===== config.mk =====
export PLATFORM = sky130hd
export DESIGN_NAME = hmvip_tx_slave
export DESIGN_NICKNAME = d
export VERILOG_FILES = /design/src/hmvip_tx_pkg.sv /design/src/pin_sampler.sv /design/src/hmvip_tx_slave.sv
export SDC_FILE = /design/constraint.sdc
export NUM_CORES = 1
export LEC_CHECK = 0
export BUFFER_PORTS_ARGS = -buffer_cell sky130_fd_sc_hd__buf_2
export CORE_UTILIZATION = 39
export DETAILED_ROUTE_END_ITERATION = 12
export GPL_TIMING_DRIVEN = 0
export MAX_ROUTING_LAYER = met4
export PLACE_DENSITY = 0.65
export SKIP_CTS_REPAIR_TIMING = 1
export SYNTH_ARGS = -nofsm -noshare
export SYNTH_HDL_FRONTEND = slang
export SYNTH_SLANG_ARGS = --single-unit

===== constraint.sdc =====
create_clock -name aclk -period 3.9 [get_ports aclk]
set_input_delay 0.975 -clock aclk [delete_from_list [all_inputs] [get_ports aclk]]
set_output_delay 0.975 -clock aclk [all_outputs]
set_load 0.01 [all_outputs]

===== src/hmvip_tx_pkg.sv =====
package hmvip_tx_pkg;
  localparam int AXI_ADDR_W = 12;
  localparam int AXI_DATA_W = 32;
  localparam int REG_IDX_W = 10;
  localparam int IDX_LSB = 2;
  localparam int QUADS = 4;
  localparam int QUAD_W = 2;
  localparam logic [1:0] RESP_OKAY = 2'h0;
  localparam logic [1:0] RESP_SLVERR = 2'h2;

  // Register indices; the byte address is four times the index.
  localparam logic [9:0] IDX_COMMON = 10'h001;
  localparam logic [9:0] IDX_STATUS = 10'h002;
  localparam logic [9:0] IDX_QUAD_STRIDE = 10'h100;
  localparam logic [9:0] IDX_QCFG_BASE = 10'h040;
  localparam logic [9:0] IDX_QFP_BASE = 10'h041;
  localparam logic [9:0] IDX_TSOFF_Q1 = 10'h043;
  localparam logic [9:0] IDX_TSOFF_Q2 = 10'h143;
  localparam logic [9:0] IDX_TSOFF_Q3 = 10'h243;
  localparam logic [9:0] IDX_TSOFF_Q4 = 10'h343;

  // Common configuration fields.
  localparam int COM_W = 4;
  localparam int COM_EN_BIT = 0;
  localparam int COM_CCS_EN_BIT = 1;
  localparam int COM_CCS_ORDER_BIT = 2;
  localparam int COM_LINE_STD_BIT = 3;
  localparam logic [3:0] COM_RESET = 4'h0;

  // Per-quadrant backplane configuration fields.
  localparam int QCFG_W = 7;
  localparam int QCFG_CLK_SLAVE_BIT = 0;
  localparam int QCFG_DATA_EDGE_BIT = 1;
  localparam int QCFG_FRAME_EDGE_BIT = 2;
  localparam int QCFG_DOUBLE_CLK_BIT = 3;
  localparam int QCFG_RATE_LSB = 4;
  localparam int QCFG_PARITY_BIT = 6;
  localparam logic [6:0] QCFG_MODE_MASK = 7'h3F;
  localparam logic [6:0] QCFG_HMVIP = 7'h3F;
  localparam logic [6:0] QCFG_RESET = 7'h00;

  // Per-quadrant frame pulse configuration fields.
  localparam int QFP_W = 3;
  localparam int QFP_INVERT_BIT = 0;
  localparam int QFP_KIND_BIT = 1;
  localparam int QFP_DIR_BIT = 2;
  localparam logic [2:0] QFP_HMVIP = 3'h4;
  localparam logic [2:0] QFP_RESET = 3'h0;

  localparam int TSOFF_W = 7;
  localparam logic [6:0] TSOFF_RESET = 7'h00;

  // Status fields.
  localparam int ERR_W = 8;
  localparam int STAT_ERR_LSB = 0;
  localparam int STAT_ALIGNED_BIT = 8;
  localparam int STAT_COUNT_LSB = 16;
  localparam int FRAME_CNT_W = 16;

  // One 125 us frame at 8.192 Mbit/s holds 1024 bits.
  localparam int BIT_CNT_W = 10;
  localparam int SLOT_W = 7;
  localparam int BIT_POS_W = 3;
  localparam logic [2:0] LAST_BIT = 3'h7;
  localparam int CHAN_W = 5;
  localparam logic [5:0] CHAN_LIMIT_T1 = 6'h18;
  localparam logic [5:0] CHAN_LIMIT_E1 = 6'h20;

  typedef struct packed {
    logic clk8;
    logic fpc;
    logic fp_n;
    logic data;
    logic sig;
    logic ccs;
  } link_pins_t;
  localparam int LINK_W = 6;
  localparam logic [5:0] LINK_RESET = 6'h08;

  typedef struct packed {
    logic [1:0] quadrant;
    logic [4:0] channel;
    logic [7:0] data;
    logic [7:0] signaling;
    logic [7:0] common;
  } tx_octet_t;

  typedef enum logic [1:0] {
    LINK_HUNT = 2'b01,
    LINK_ALIGNED = 2'b10
  } link_state_t;
endpackage


===== src/pin_sampler.sv =====
module pin_sampler #(
  parameter int W = 1,
  parameter logic [W-1:0] RESET_VAL = '0
) (
  input wire logic aclk,
  input wire logic aresetn,
  input wire logic [W-1:0] raw,
  output logic [W-1:0] clean
);
  logic [W-1:0] ff1, ff2, ff3;
  logic [W-1:0] next_clean;

  // A bit changes only once the second and third stages agree.
  always_comb begin
    next_clean = clean;
    for (int i = 0; i < W; i++) begin
      if (ff2[i] == ff3[i]) begin
        next_clean[i] = ff3[i];
      end
    end
  end

  always_ff @(posedge aclk) begin
    if (!aresetn) begin
      ff1 <= RESET_VAL;
      ff2 <= RESET_VAL;
      ff3 <= RESET_VAL;
      clean <= RESET_VAL;
    end else begin
      ff1 <= raw;
      ff2 <= ff1;
      ff3 <= ff2;
      clean <= next_clean;
    end
  end
endmodule


===== src/hmvip_tx_slave.sv =====
// Behaviour
// - A low frame pulse seen at a frame pulse clock fall starts the next frame.
// - Stream bits are captured on the 8M clock rise at three quarters of a bit.
// - Octets travel most significant bit first, bit one to bit eight.
// - No octet is delivered unless the bus slave enable bit is one.
// - A quadrant works only with the clock slave, both edges, double clock, rate 11.
// - A quadrant works only with non-inverted, per-frame, input frame pulse.
// - Each quadrant owns the timeslots set apart by its own timeslot offset.
// - With parity on, each quadrant frame carries parity checked on data and signaling.
// - Common signaling is passed only when enabled, its bit order set by a control bit.
// - The line standard bit selects T1 channel format at zero and E1 at one.
// - The double clock makes each data bit last two 8M clock periods.
// - With both edge selects at one, data are taken on 8M clock rises and the frame pulse on frame pulse clock falls.
module hmvip_tx_slave
  import hmvip_tx_pkg::*;
(
  input wire logic aclk,
  input wire logic aresetn,
  input wire logic [AXI_ADDR_W-1:0] s_axi_awaddr,
  input wire logic s_axi_awvalid,
  output logic s_axi_awready,
  input wire logic [AXI_DATA_W-1:0] s_axi_wdata,
  input wire logic [3:0] s_axi_wstrb,
  input wire logic s_axi_wvalid,
  output logic s_axi_wready,
  output logic [1:0] s_axi_bresp,
  output logic s_axi_bvalid,
  input wire logic s_axi_bready,
  input wire logic [AXI_ADDR_W-1:0] s_axi_araddr,
  input wire logic s_axi_arvalid,
  output logic s_axi_arready,
  output logic [AXI_DATA_W-1:0] s_axi_rdata,
  output logic [1:0] s_axi_rresp,
  output logic s_axi_rvalid,
  input wire logic s_axi_rready,
  input wire logic shared_8m_bus_clock,
  input wire logic frame_pulse_clock,
  input wire logic frame_pulse_n,
  input wire logic tx_channel_data_stream,
  input wire logic tx_channel_signaling_stream,
  input wire logic tx_common_signaling_stream,
  output tx_octet_t octet,
  output logic octet_valid,
  output logic frame_start
);
  link_pins_t pins;
  logic aw_got, w_got, next_aw_got, next_w_got;
  logic [AXI_ADDR_W-1:0] awaddr_q, next_awaddr_q;
  logic [AXI_DATA_W-1:0] wdata_q, next_wdata_q;
  logic wstrb_q, next_wstrb_q;
  logic next_awready, next_wready, next_bvalid, next_arready, next_rvalid;
  logic [1:0] next_bresp, next_rresp;
  logic [AXI_DATA_W-1:0] next_rdata;
  logic [COM_W-1:0] com, next_com;
  logic [QUADS-1:0][QCFG_W-1:0] qcfg, next_qcfg;
  logic [QUADS-1:0][QFP_W-1:0] qfp, next_qfp;
  logic [QUADS-1:0][TSOFF_W-1:0] tsoff, next_tsoff;
  logic [ERR_W-1:0] err_clr, parity_err, next_err;
  logic [QUADS-1:0] active, active_prev;
  logic com_en, ccs_en, ccs_order, line_std;
  link_state_t state, next_state;
  logic prev_clk8, prev_fpc, rise8, fpc_fall, frame_mark;
  logic phase, next_phase;
  logic [BIT_CNT_W-1:0] bitcnt, next_bitcnt;
  logic [SLOT_W-1:0] slot, ts_prev;
  logic [BIT_POS_W-1:0] bit_pos;
  logic [7:0] sh_data, sh_sig, sh_ccs, next_sh_data, next_sh_sig, next_sh_ccs;
  logic [QUADS-1:0] par_data, par_sig, next_par_data, next_par_sig;
  logic [FRAME_CNT_W-1:0] frame_cnt, next_frame_cnt;
  tx_octet_t next_octet;
  logic next_octet_valid, next_frame_start;
  logic owner_hit, chan_ok;
  logic [QUAD_W-1:0] owner_q;
  logic [CHAN_W-1:0] owner_chan;

  function automatic logic [9:0] quad_idx(input logic [9:0] base,
                                          input int q);
    return 10'(base + IDX_QUAD_STRIDE * q);
  endfunction

  function automatic logic [9:0] tsoff_idx(input int q);
    case (q)
      0: return IDX_TSOFF_Q1;
      1: return IDX_TSOFF_Q2;
      2: return IDX_TSOFF_Q3;
      default: return IDX_TSOFF_Q4;
    endcase
  endfunction

  function automatic logic [7:0] bit_reverse(input logic [7:0] b);
    logic [7:0] r;
    r = '0;
    for (int i = 0; i < 8; i++) begin
      r[i] = b[7-i];
    end
    return r;
  endfunction

  pin_sampler #(.W(LINK_W), .RESET_VAL(LINK_RESET)) u_sampler (
    .aclk(aclk),
    .aresetn(aresetn),
    .raw({shared_8m_bus_clock, frame_pulse_clock, frame_pulse_n,
          tx_channel_data_stream, tx_channel_signaling_stream,
          tx_common_signaling_stream}),
    .clean(pins)
  );

  assign com_en = com[COM_EN_BIT];
  assign ccs_en = com[COM_CCS_EN_BIT];
  assign ccs_order = com[COM_CCS_ORDER_BIT];
  assign line_std = com[COM_LINE_STD_BIT];
  assign slot = bitcnt[BIT_CNT_W-1 -: SLOT_W];
  assign bit_pos = bitcnt[BIT_POS_W-1:0];
  assign rise8 = pins.clk8 & ~prev_clk8;
  assign fpc_fall = ~pins.fpc & prev_fpc;
  assign frame_mark = fpc_fall & ~pins.fp_n;

  // A quadrant runs only when its configuration, parity bit aside, is the H-MVIP one.
  always_comb begin
    for (int q = 0; q < QUADS; q++) begin
      active[q] = com_en
        && ((qcfg[q] & QCFG_MODE_MASK) == QCFG_HMVIP)
        && (qfp[q] == QFP_HMVIP);
    end
  end

  always_comb begin
    logic have_aw, have_w, commit, hit;
    logic [AXI_ADDR_W-1:0] waddr;
    logic [AXI_DATA_W-1:0] wdata;
    logic [REG_IDX_W-1:0] widx, ridx;
    have_aw = aw_got | (s_axi_awvalid & s_axi_awready);
    have_w = w_got | (s_axi_wvalid & s_axi_wready);
    commit = have_aw & have_w;
    waddr = aw_got ? awaddr_q : s_axi_awaddr;
    wdata = w_got ? wdata_q : s_axi_wdata;
    widx = waddr[AXI_ADDR_W-1:IDX_LSB];
    ridx = s_axi_araddr[AXI_ADDR_W-1:IDX_LSB];
    hit = 1'b0;
    next_aw_got = have_aw;
    next_w_got = have_w;
    next_awaddr_q = waddr;
    next_wdata_q = wdata;
    next_wstrb_q = w_got ? wstrb_q : s_axi_wstrb[0];
    next_bvalid = s_axi_bvalid & ~s_axi_bready;
    next_bresp = s_axi_bresp;
    next_rvalid = s_axi_rvalid & ~s_axi_rready;
    next_rdata = s_axi_rdata;
    next_rresp = s_axi_rresp;
    next_com = com;
    next_qcfg = qcfg;
    next_qfp = qfp;
    next_tsoff = tsoff;
    err_clr = '0;
    if (commit) begin
      next_aw_got = 1'b0;
      next_w_got = 1'b0;
      next_bvalid = 1'b1;
      // Only the low byte lane carries register bits.
      if (widx == IDX_COMMON) begin
        hit = 1'b1;
        if (next_wstrb_q) next_com = wdata[COM_W-1:0];
      end
      if (widx == IDX_STATUS) begin
        hit = 1'b1;
        if (next_wstrb_q) err_clr = wdata[STAT_ERR_LSB +: ERR_W];
      end
      for (int q = 0; q < QUADS; q++) begin
        if (widx == quad_idx(IDX_QCFG_BASE, q)) begin
          hit = 1'b1;
          if (next_wstrb_q) next_qcfg[q] = wdata[QCFG_W-1:0];
        end
        if (widx == quad_idx(IDX_QFP_BASE, q)) begin
          hit = 1'b1;
          if (next_wstrb_q) next_qfp[q] = wdata[QFP_W-1:0];
        end
        if (widx == tsoff_idx(q)) begin
          hit = 1'b1;
          if (next_wstrb_q) next_tsoff[q] = wdata[TSOFF_W-1:0];
        end
      end
      next_bresp = hit ? RESP_OKAY : RESP_SLVERR;
    end
    if (s_axi_arvalid && s_axi_arready) begin
      next_rvalid = 1'b1;
      next_rdata = '0;
      next_rresp = RESP_SLVERR;
      if (ridx == IDX_COMMON) begin
        next_rdata[COM_W-1:0] = com;
        next_rresp = RESP_OKAY;
      end
      if (ridx == IDX_STATUS) begin
        next_rdata[STAT_ERR_LSB +: ERR_W] = parity_err;
        next_rdata[STAT_ALIGNED_BIT] = (state == LINK_ALIGNED);
        next_rdata[STAT_COUNT_LSB +: FRAME_CNT_W] = frame_cnt;
        next_rresp = RESP_OKAY;
      end
      for (int q = 0; q < QUADS; q++) begin
        if (ridx == quad_idx(IDX_QCFG_BASE, q)) begin
          next_rdata[QCFG_W-1:0] = qcfg[q];
          next_rresp = RESP_OKAY;
        end
        if (ridx == quad_idx(IDX_QFP_BASE, q)) begin
          next_rdata[QFP_W-1:0] = qfp[q];
          next_rresp = RESP_OKAY;
        end
        if (ridx == tsoff_idx(q)) begin
          next_rdata[TSOFF_W-1:0] = tsoff[q];
          next_rresp = RESP_OKAY;
        end
      end
    end
    next_awready = ~next_aw_got & ~next_bvalid;
    next_wready = ~next_w_got & ~next_bvalid;
    next_arready = ~next_rvalid;
  end

  always_ff @(posedge aclk) begin
    if (!aresetn) begin
      aw_got <= 1'b0;
      w_got <= 1'b0;
      awaddr_q <= '0;
      wdata_q <= '0;
      wstrb_q <= 1'b0;
      s_axi_awready <= 1'b0;
      s_axi_wready <= 1'b0;
      s_axi_bvalid <= 1'b0;
      s_axi_bresp <= RESP_OKAY;
      s_axi_arready <= 1'b0;
      s_axi_rvalid <= 1'b0;
      s_axi_rdata <= '0;
      s_axi_rresp <= RESP_OKAY;
      com <= COM_RESET;
      qcfg <= {QUADS{QCFG_RESET}};
      qfp <= {QUADS{QFP_RESET}};
      tsoff <= {QUADS{TSOFF_RESET}};
    end else begin
      aw_got <= next_aw_got;
      w_got <= next_w_got;
      awaddr_q <= next_awaddr_q;
      wdata_q <= next_wdata_q;
      wstrb_q <= next_wstrb_q;
      s_axi_awready <= next_awready;
      s_axi_wready <= next_wready;
      s_axi_bvalid <= next_bvalid;
      s_axi_bresp <= next_bresp;
      s_axi_arready <= next_arready;
      s_axi_rvalid <= next_rvalid;
      s_axi_rdata <= next_rdata;
      s_axi_rresp <= next_rresp;
      com <= next_com;
      qcfg <= next_qcfg;
      qfp <= next_qfp;
      tsoff <= next_tsoff;
    end
  end

  // Overlapping offsets are a software fault; the lowest quadrant wins then.
  always_comb begin
    logic [SLOT_W-1:0] diff;
    diff = '0;
    owner_hit = 1'b0;
    owner_q = '0;
    owner_chan = '0;
    for (int q = QUADS - 1; q >= 0; q--) begin
      diff = SLOT_W'(slot - tsoff[q]);
      if (diff[1:0] == 2'b00) begin
        owner_hit = 1'b1;
        owner_q = QUAD_W'(q);
        owner_chan = diff[SLOT_W-1:2];
      end
    end
    chan_ok = {1'b0, owner_chan}
      < (line_std ? CHAN_LIMIT_E1 : CHAN_LIMIT_T1);
  end

  always_comb begin
    logic [7:0] ccs_byte;
    ccs_byte = {sh_ccs[6:0], pins.ccs};
    next_state = state;
    next_phase = phase;
    next_bitcnt = bitcnt;
    next_sh_data = sh_data;
    next_sh_sig = sh_sig;
    next_sh_ccs = sh_ccs;
    next_par_data = par_data;
    next_par_sig = par_sig;
    next_err = parity_err & ~err_clr;
    next_frame_cnt = frame_cnt;
    next_octet = octet;
    next_octet_valid = 1'b0;
    next_frame_start = 1'b0;
    if (frame_mark) begin
      next_state = LINK_ALIGNED;
      next_phase = 1'b0;
      next_bitcnt = '0;
      next_frame_start = 1'b1;
      next_frame_cnt = FRAME_CNT_W'(frame_cnt + 1'b1);
      // A set from the closing frame wins over a clear in the same cycle.
      for (int q = 0; q < QUADS; q++) begin
        if (active[q] && qcfg[q][QCFG_PARITY_BIT]) begin
          if (par_data[q]) next_err[2*q] = 1'b1;
          if (par_sig[q]) next_err[2*q+1] = 1'b1;
        end
      end
      next_par_data = '0;
      next_par_sig = '0;
    end else if (rise8 && state == LINK_ALIGNED) begin
      if (!phase) begin
        next_phase = 1'b1;
      end else begin
        next_phase = 1'b0;
        next_sh_data = {sh_data[6:0], pins.data};
        next_sh_sig = {sh_sig[6:0], pins.sig};
        next_sh_ccs = ccs_byte;
        next_bitcnt = BIT_CNT_W'(bitcnt + 1'b1);
        if (owner_hit) begin
          next_par_data[owner_q] = par_data[owner_q] ^ pins.data;
          next_par_sig[owner_q] = par_sig[owner_q] ^ pins.sig;
          if (bit_pos == LAST_BIT && active[owner_q] && chan_ok) begin
            next_octet_valid = 1'b1;
            next_octet.quadrant = owner_q;
            next_octet.channel = owner_chan;
            next_octet.data = {sh_data[6:0], pins.data};
            next_octet.signaling = {sh_sig[6:0], pins.sig};
            next_octet.common = !ccs_en ? 8'h00 :
              (ccs_order ? ccs_byte : bit_reverse(ccs_byte));
          end
        end
      end
    end
  end

  always_ff @(posedge aclk) begin
    if (!aresetn) begin
      prev_clk8 <= 1'b0;
      prev_fpc <= 1'b0;
      state <= LINK_HUNT;
      phase <= 1'b0;
      bitcnt <= '0;
      sh_data <= '0;
      sh_sig <= '0;
      sh_ccs <= '0;
      par_data <= '0;
      par_sig <= '0;
      parity_err <= '0;
      frame_cnt <= '0;
      octet <= '0;
      octet_valid <= 1'b0;
      frame_start <= 1'b0;
      ts_prev <= '0;
      active_prev <= '0;
    end else begin
      prev_clk8 <= pins.clk8;
      prev_fpc <= pins.fpc;
      state <= next_state;
      phase <= next_phase;
      bitcnt <= next_bitcnt;
      sh_data <= next_sh_data;
      sh_sig <= next_sh_sig;
      sh_ccs <= next_sh_ccs;
      par_data <= next_par_data;
      par_sig <= next_par_sig;
      parity_err <= next_err;
      frame_cnt <= next_frame_cnt;
      octet <= next_octet;
      octet_valid <= next_octet_valid;
      frame_start <= next_frame_start;
      ts_prev <= slot;
      active_prev <= active;
    end
  end
endmodule


* Word-level counts from Yosys, hierarchy flattened
Cells that the tools add are included.
Storage, ports and cells: bits in registers 254, output and inout port bits 74, word-level logic and storage cells 284, input bits 73
Operators by class: bitwise logic cells 30, add/sub/neg operators 6, order comparisons 3, reductions and logical operators 40, mux-type cells 106, equal/unequal tests 44
Operators with widths (number):
- equality test 10 bit | 8
- equality test 10 bit (second input constant) | 8
- two-way mux 10 bit | 8
- two-way mux 7 bit | 9
- two-way mux 8 bit | 7
- two-way mux 2 bit | 23
- AND reduction 3 bit | 15
- equality test 10 x 7 -> 1 bit (second input constant) | 4
- equality test 10 x 9 -> 1 bit (second input constant) | 4
- two-way mux 1 bit | 39
- subtractor 7 bit | 4
- equality test 6 bit (second input constant) | 4
- equality test 10 x 1 -> 1 bit (second input constant) | 2
- equality test 10 x 2 -> 1 bit (second input constant) | 2
- two-way mux 5 bit | 4
- two-way mux 9 bit | 2
- logical AND 1 bit | 17
- adder 16 x 1 -> 16 bit (second input constant) | 1
- two-way mux 16 bit | 1
- equality test 3 bit (second input constant) | 5
- NOT 1 bit | 14
- two-way mux 12 bit | 1
- two-way mux 3 bit | 4
- adder 10 x 1 -> 10 bit (second input constant) | 1
- 20 further kinds | 42

* Depth between registers and ports, before layout
word-level depth 18, depth in mapped cells 13

* Hierarchy
From an unflattened synthesis, not the netlist that was laid out.
Unflattened totals: cell total of the unflattened synthesis 1385, area, all modules 11831.3 um^2
By module, submodules not included:
- hmvip_tx_slave | area each 11108.2 um^2, cells each 1323, instances 1
- pin_sampler | area each 723.2 um^2, cells each 62, instances 1

* Worst setup path before layout
OpenSTA, ideal clock, no wires.
path type reg-to-reg, from register bitcnt[4], to register octet[30] in the netlist's numbering, setup slack 1148 ps, required time 3828 ps, setup time 72 ps, arrival 2680 ps, stages on the path, launching flop included 12, cells stage by stage dfxtp_1 inv_1 fa_1 and2_1 o21ai_2 a2111oi_0 a311oi_1 a211oi_2 o21a_1 buf_6 buf_12 mux2i_1
Between the ends: cells in the longest elaborated chain, start to end 11, elaborated cells between the ends (all ways) 26
Ends and longest elaborated chain:
- start: declaration | line hmvip_tx_slave.sv:64 | logic [BIT_CNT_W-1:0] bitcnt, next_bitcnt;
- start signal: assignment | line hmvip_tx_slave.sv:358 | bitcnt <= next_bitcnt;
- parallel branches: the longest is 11 deep, another holds subtractor 7 bit
- end signal: assignment | line hmvip_tx_slave.sv:366 | octet <= next_octet;
- end: declaration | line hmvip_tx_slave.sv:42 | output tx_octet_t octet,
Several ways; the timed one is not identified. The select of a mux whose other input is x is not followed. A chain may end at the register's enable or synchronous reset.

* Worst setup path after layout
from register bitcnt[4], to register octet[18] in the netlist's numbering
Between the ends: cells in the longest elaborated chain, start to end 11, elaborated cells between the ends (all ways) 26
Ends and longest elaborated chain:
- parallel branches: the longest is 10 deep, another holds subtractor 7 bit
- AND reduction 5 bit (no source line) *
Every way passes the cells marked *. The select of a mux whose other input is x is not followed.

==> flow_summary.json <==
{
  "tns_ns": 0,
  "num_rows": 63,
  "worstRegToRegCells": 11,
  "avgSynthCellArea_sq_um": 8.35,
  "cts_tree": "yes",
  "io_buffers": 104,
  "synth.most_common_cell": "dfxtp_1",
  "cp-end-kind": "register",
  "grt_use_total": 0.247,
  "rsz0062_at_grt": "false",
  "period_minus_slack_ns": 3.55,
  "critPathKind": "register to register",
  "tightest_slew_ns": 1.11,
  "cts-root-buf": "clkbuf_16",
  "layout-drive-gt1-share": 0.139,
  "n_fill_cell": 2896,
  "cap_violations": 0,
  "routedWlPerCell_um": 19.1,
  "timing.fmax_mhz": 282,
  "core_area_sq_um": 29700,
  "whs_ns": 0.409,
  "power.total_w": 0.00536,
  "yosys.area.top_type": "dfxtp_1",
  "syn-cell-area_sq_um": 11800,
  "yosys-top-cells-count": "250 x dfxtp_1, 213 x nand2_1, 159 x nor2_1",
  "min_path_type": "register to register",
  "critPathCapture": "octet[18]",
  "yosys_warnings": 0,
  "ys_seq_area_frac": 0.424,
  "cts_buffers": 26,
  "final_cell_area_sq_um": 13700,
  "synthCells": 1415,
  "ys_ff_latch": 250,
  "vias": 10799,
  "final.period_utilization": 0.910,
  "critPathArrivalTime_ns": 3.99,
  "avgViaCountPerCell": 5.51,
  "layout.nets": 1659,
  "ys.flop_type": "dfxtp_1",
  "setup_viol": 0,
  "h-tree-depth": 1,
  "irDropWorstVdd_mv": 0.303,
  "antenna_found_initial": 1,
  "clkTransAtPathRegs_ns": 0.06,
  "leakagePower_nw": 4.96,
  "async_flop_share": 0,
  "hpwl_mm": 28.4,
  "required_ns": 4.35,
  "start_util": 0.397,
  "synth_area_leaders": "dfxtp_1 42%, nand2_1 6.8%, mux2i_1 5.5%",
  "slew_viol_final": 0,
  "r2r_slack_ns": 0.35,
  "pin_count": 147,
  "detail-route-antenna-nets": 0,
  "status": "finished clean",
  "cts_max_path_buffers": 3,
  "diodes": 0,
  "drt-initial-drc-count": 1110,
  "die_w_um": 176,
  "synth_cell_types": 77,
  "path_max_fanout": 10,
  "synthToLayoutAreaGrowth_pct": 15.9,
  "crit_path_start": "bitcnt[4]",
  "die_height_um": 176,
  "grt_start_max_net_pins": 14,
  "gp_congestion": 0.983,
  "synth_edf_count": 0,
  "r2r_end": "octet[18]",
  "grt-ovfl-total": 0,
  "clkLatencyLatePin_ns": 0.54,
  "grt_pass1_wl_mm": 57.6,
  "hold_violations": 0,
  "dr.pass1.iters": 6,
  "grt_pass1_vias": 10040,
  "dpl_cell_area_sq_um": 12800,
  "maxSlewHeadroom": 0.239,
  "finClkSkew_ns": 0.0235,
  "clock_sinks": 250,
  "synth_top_area_frac": 0.424,
  "drc_errors": 0,
  "rr_startpoint": "bitcnt[4]",
  "die-area_sq_um": 31000,
  "drt-total-wl_mm": 37.5,
  "p_per_area_nw_per_um2": 392,
  "crit_path_start_kind": "register"
}
[registers in the layout, summed over array words and instances (netlist names), 10 cells and up]
signal / count
octet: 31
qcfg: 28
tsoff: 28
s_axi_rdata: 25
frame_cnt: 16
qfp: 12
awaddr_q: 10
bitcnt: 10
[metal layers]
metal	vias to the layer above	routed length, um	track usage
met5	-	0	-
met1	5112	16900	0.326
li1	5202	-	-
met2	414	16800	0.385
met4	0	1190	0.0754
met3	71	2570	0.0429
[layout make-up]
cell class                      instances  area, sq um  area share
Buffer                                 91          472      0.0345
Clock buffer                           38          787      0.0575
Clock inverter                          6         55.1     0.00402
Inverter                               35          131     0.00960
Multi-Input combinational cell       1047         6230       0.455
Sequential cell                       250         5000       0.366
Tap cell                              390          488      0.0356
Timing Repair Buffer                  104          520      0.0380
[worst min path at each step]
stage	startpoint	to	slack (ns)	cells past startpoint
2_1_floorplan	u_sampler.ff1[3]	u_sampler.ff2[3]	0.39	1
3_3_place_gp	u_sampler.ff1[3]	u_sampler.ff2[3]	0.39	1
3_5_place_dp	u_sampler.ff1[3]	u_sampler.ff2[3]	0.40	1
4_1_cts	u_sampler.ff1[3]	u_sampler.ff2[3]	0.41	1
5_1_grt	u_sampler.ff1[3]	u_sampler.ff2[3]	0.42	1
6_report	u_sampler.ff1[3]	u_sampler.ff2[3]	0.41	1
[layout by cell type (no fill, tap or decap), drive strengths merged, types with 5 or more instances in the layout]
cell	count
xor2	14
mux2i	65
inv	35
clkinv	5
and3	7
or2	7
dfxtp	250
nand3	65
o21ai	75
nor2b	10
or3	12
a21oi	108
ha	27
conb	9
and2	33
nand4	11
nor3	15
xnor2	13
nand2b	14
mux2	17
o31ai	5
nand2	213
o21a	13
a22oi	12
buf	137
o22ai	13
nor2	161
nor4	7
clkbuf	96
a211oi	62
o211ai	7
[critical path, stage by stage, from the launching register on]
cell and delay (ns):
dfxtp_1 0.52, inv_1 0.29, fa_1 0.59, nand2_1 0.25
o21ai_2 0.17, a2111oi_0 0.44, a311oi_1 0.11, a211oi_2 0.42
o21a_1 0.21, buf_6 0.13, buf_12 0.14, mux2i_1 0.20
[power by group]
part           switching, W  total (W)  leakage, nW  internal [W]
clock               0.00101    0.00246        0.421       0.00145
sequential        0.0000140    0.00260         2.02       0.00258
combinational      0.000219   0.000310         2.51     0.0000908
total               0.00124    0.00536         4.96       0.00412
[per-stage QoR]
step	utilization	std cells	worst slack (ns)
6_report	0.461	1961	0.352
5_1_grt	0.461	1961	0.0904
4_1_cts	0.461	1961	0.415
3_5_place_dp	0.432	1917	0.437
3_3_place_gp	0.432	1917	0.504
2_1_floorplan	-	1423	1.15
[cell families after synthesis]
group,synth area share
simple gates,0.222
compound gates,0.175
flops,0.424
buf+inv,0.0511
mux,0.0713
fa+ha+maj,0.0354
xor+xnor,0.0213
other cells,0.000318
Power figures use the tool's default switching activity.
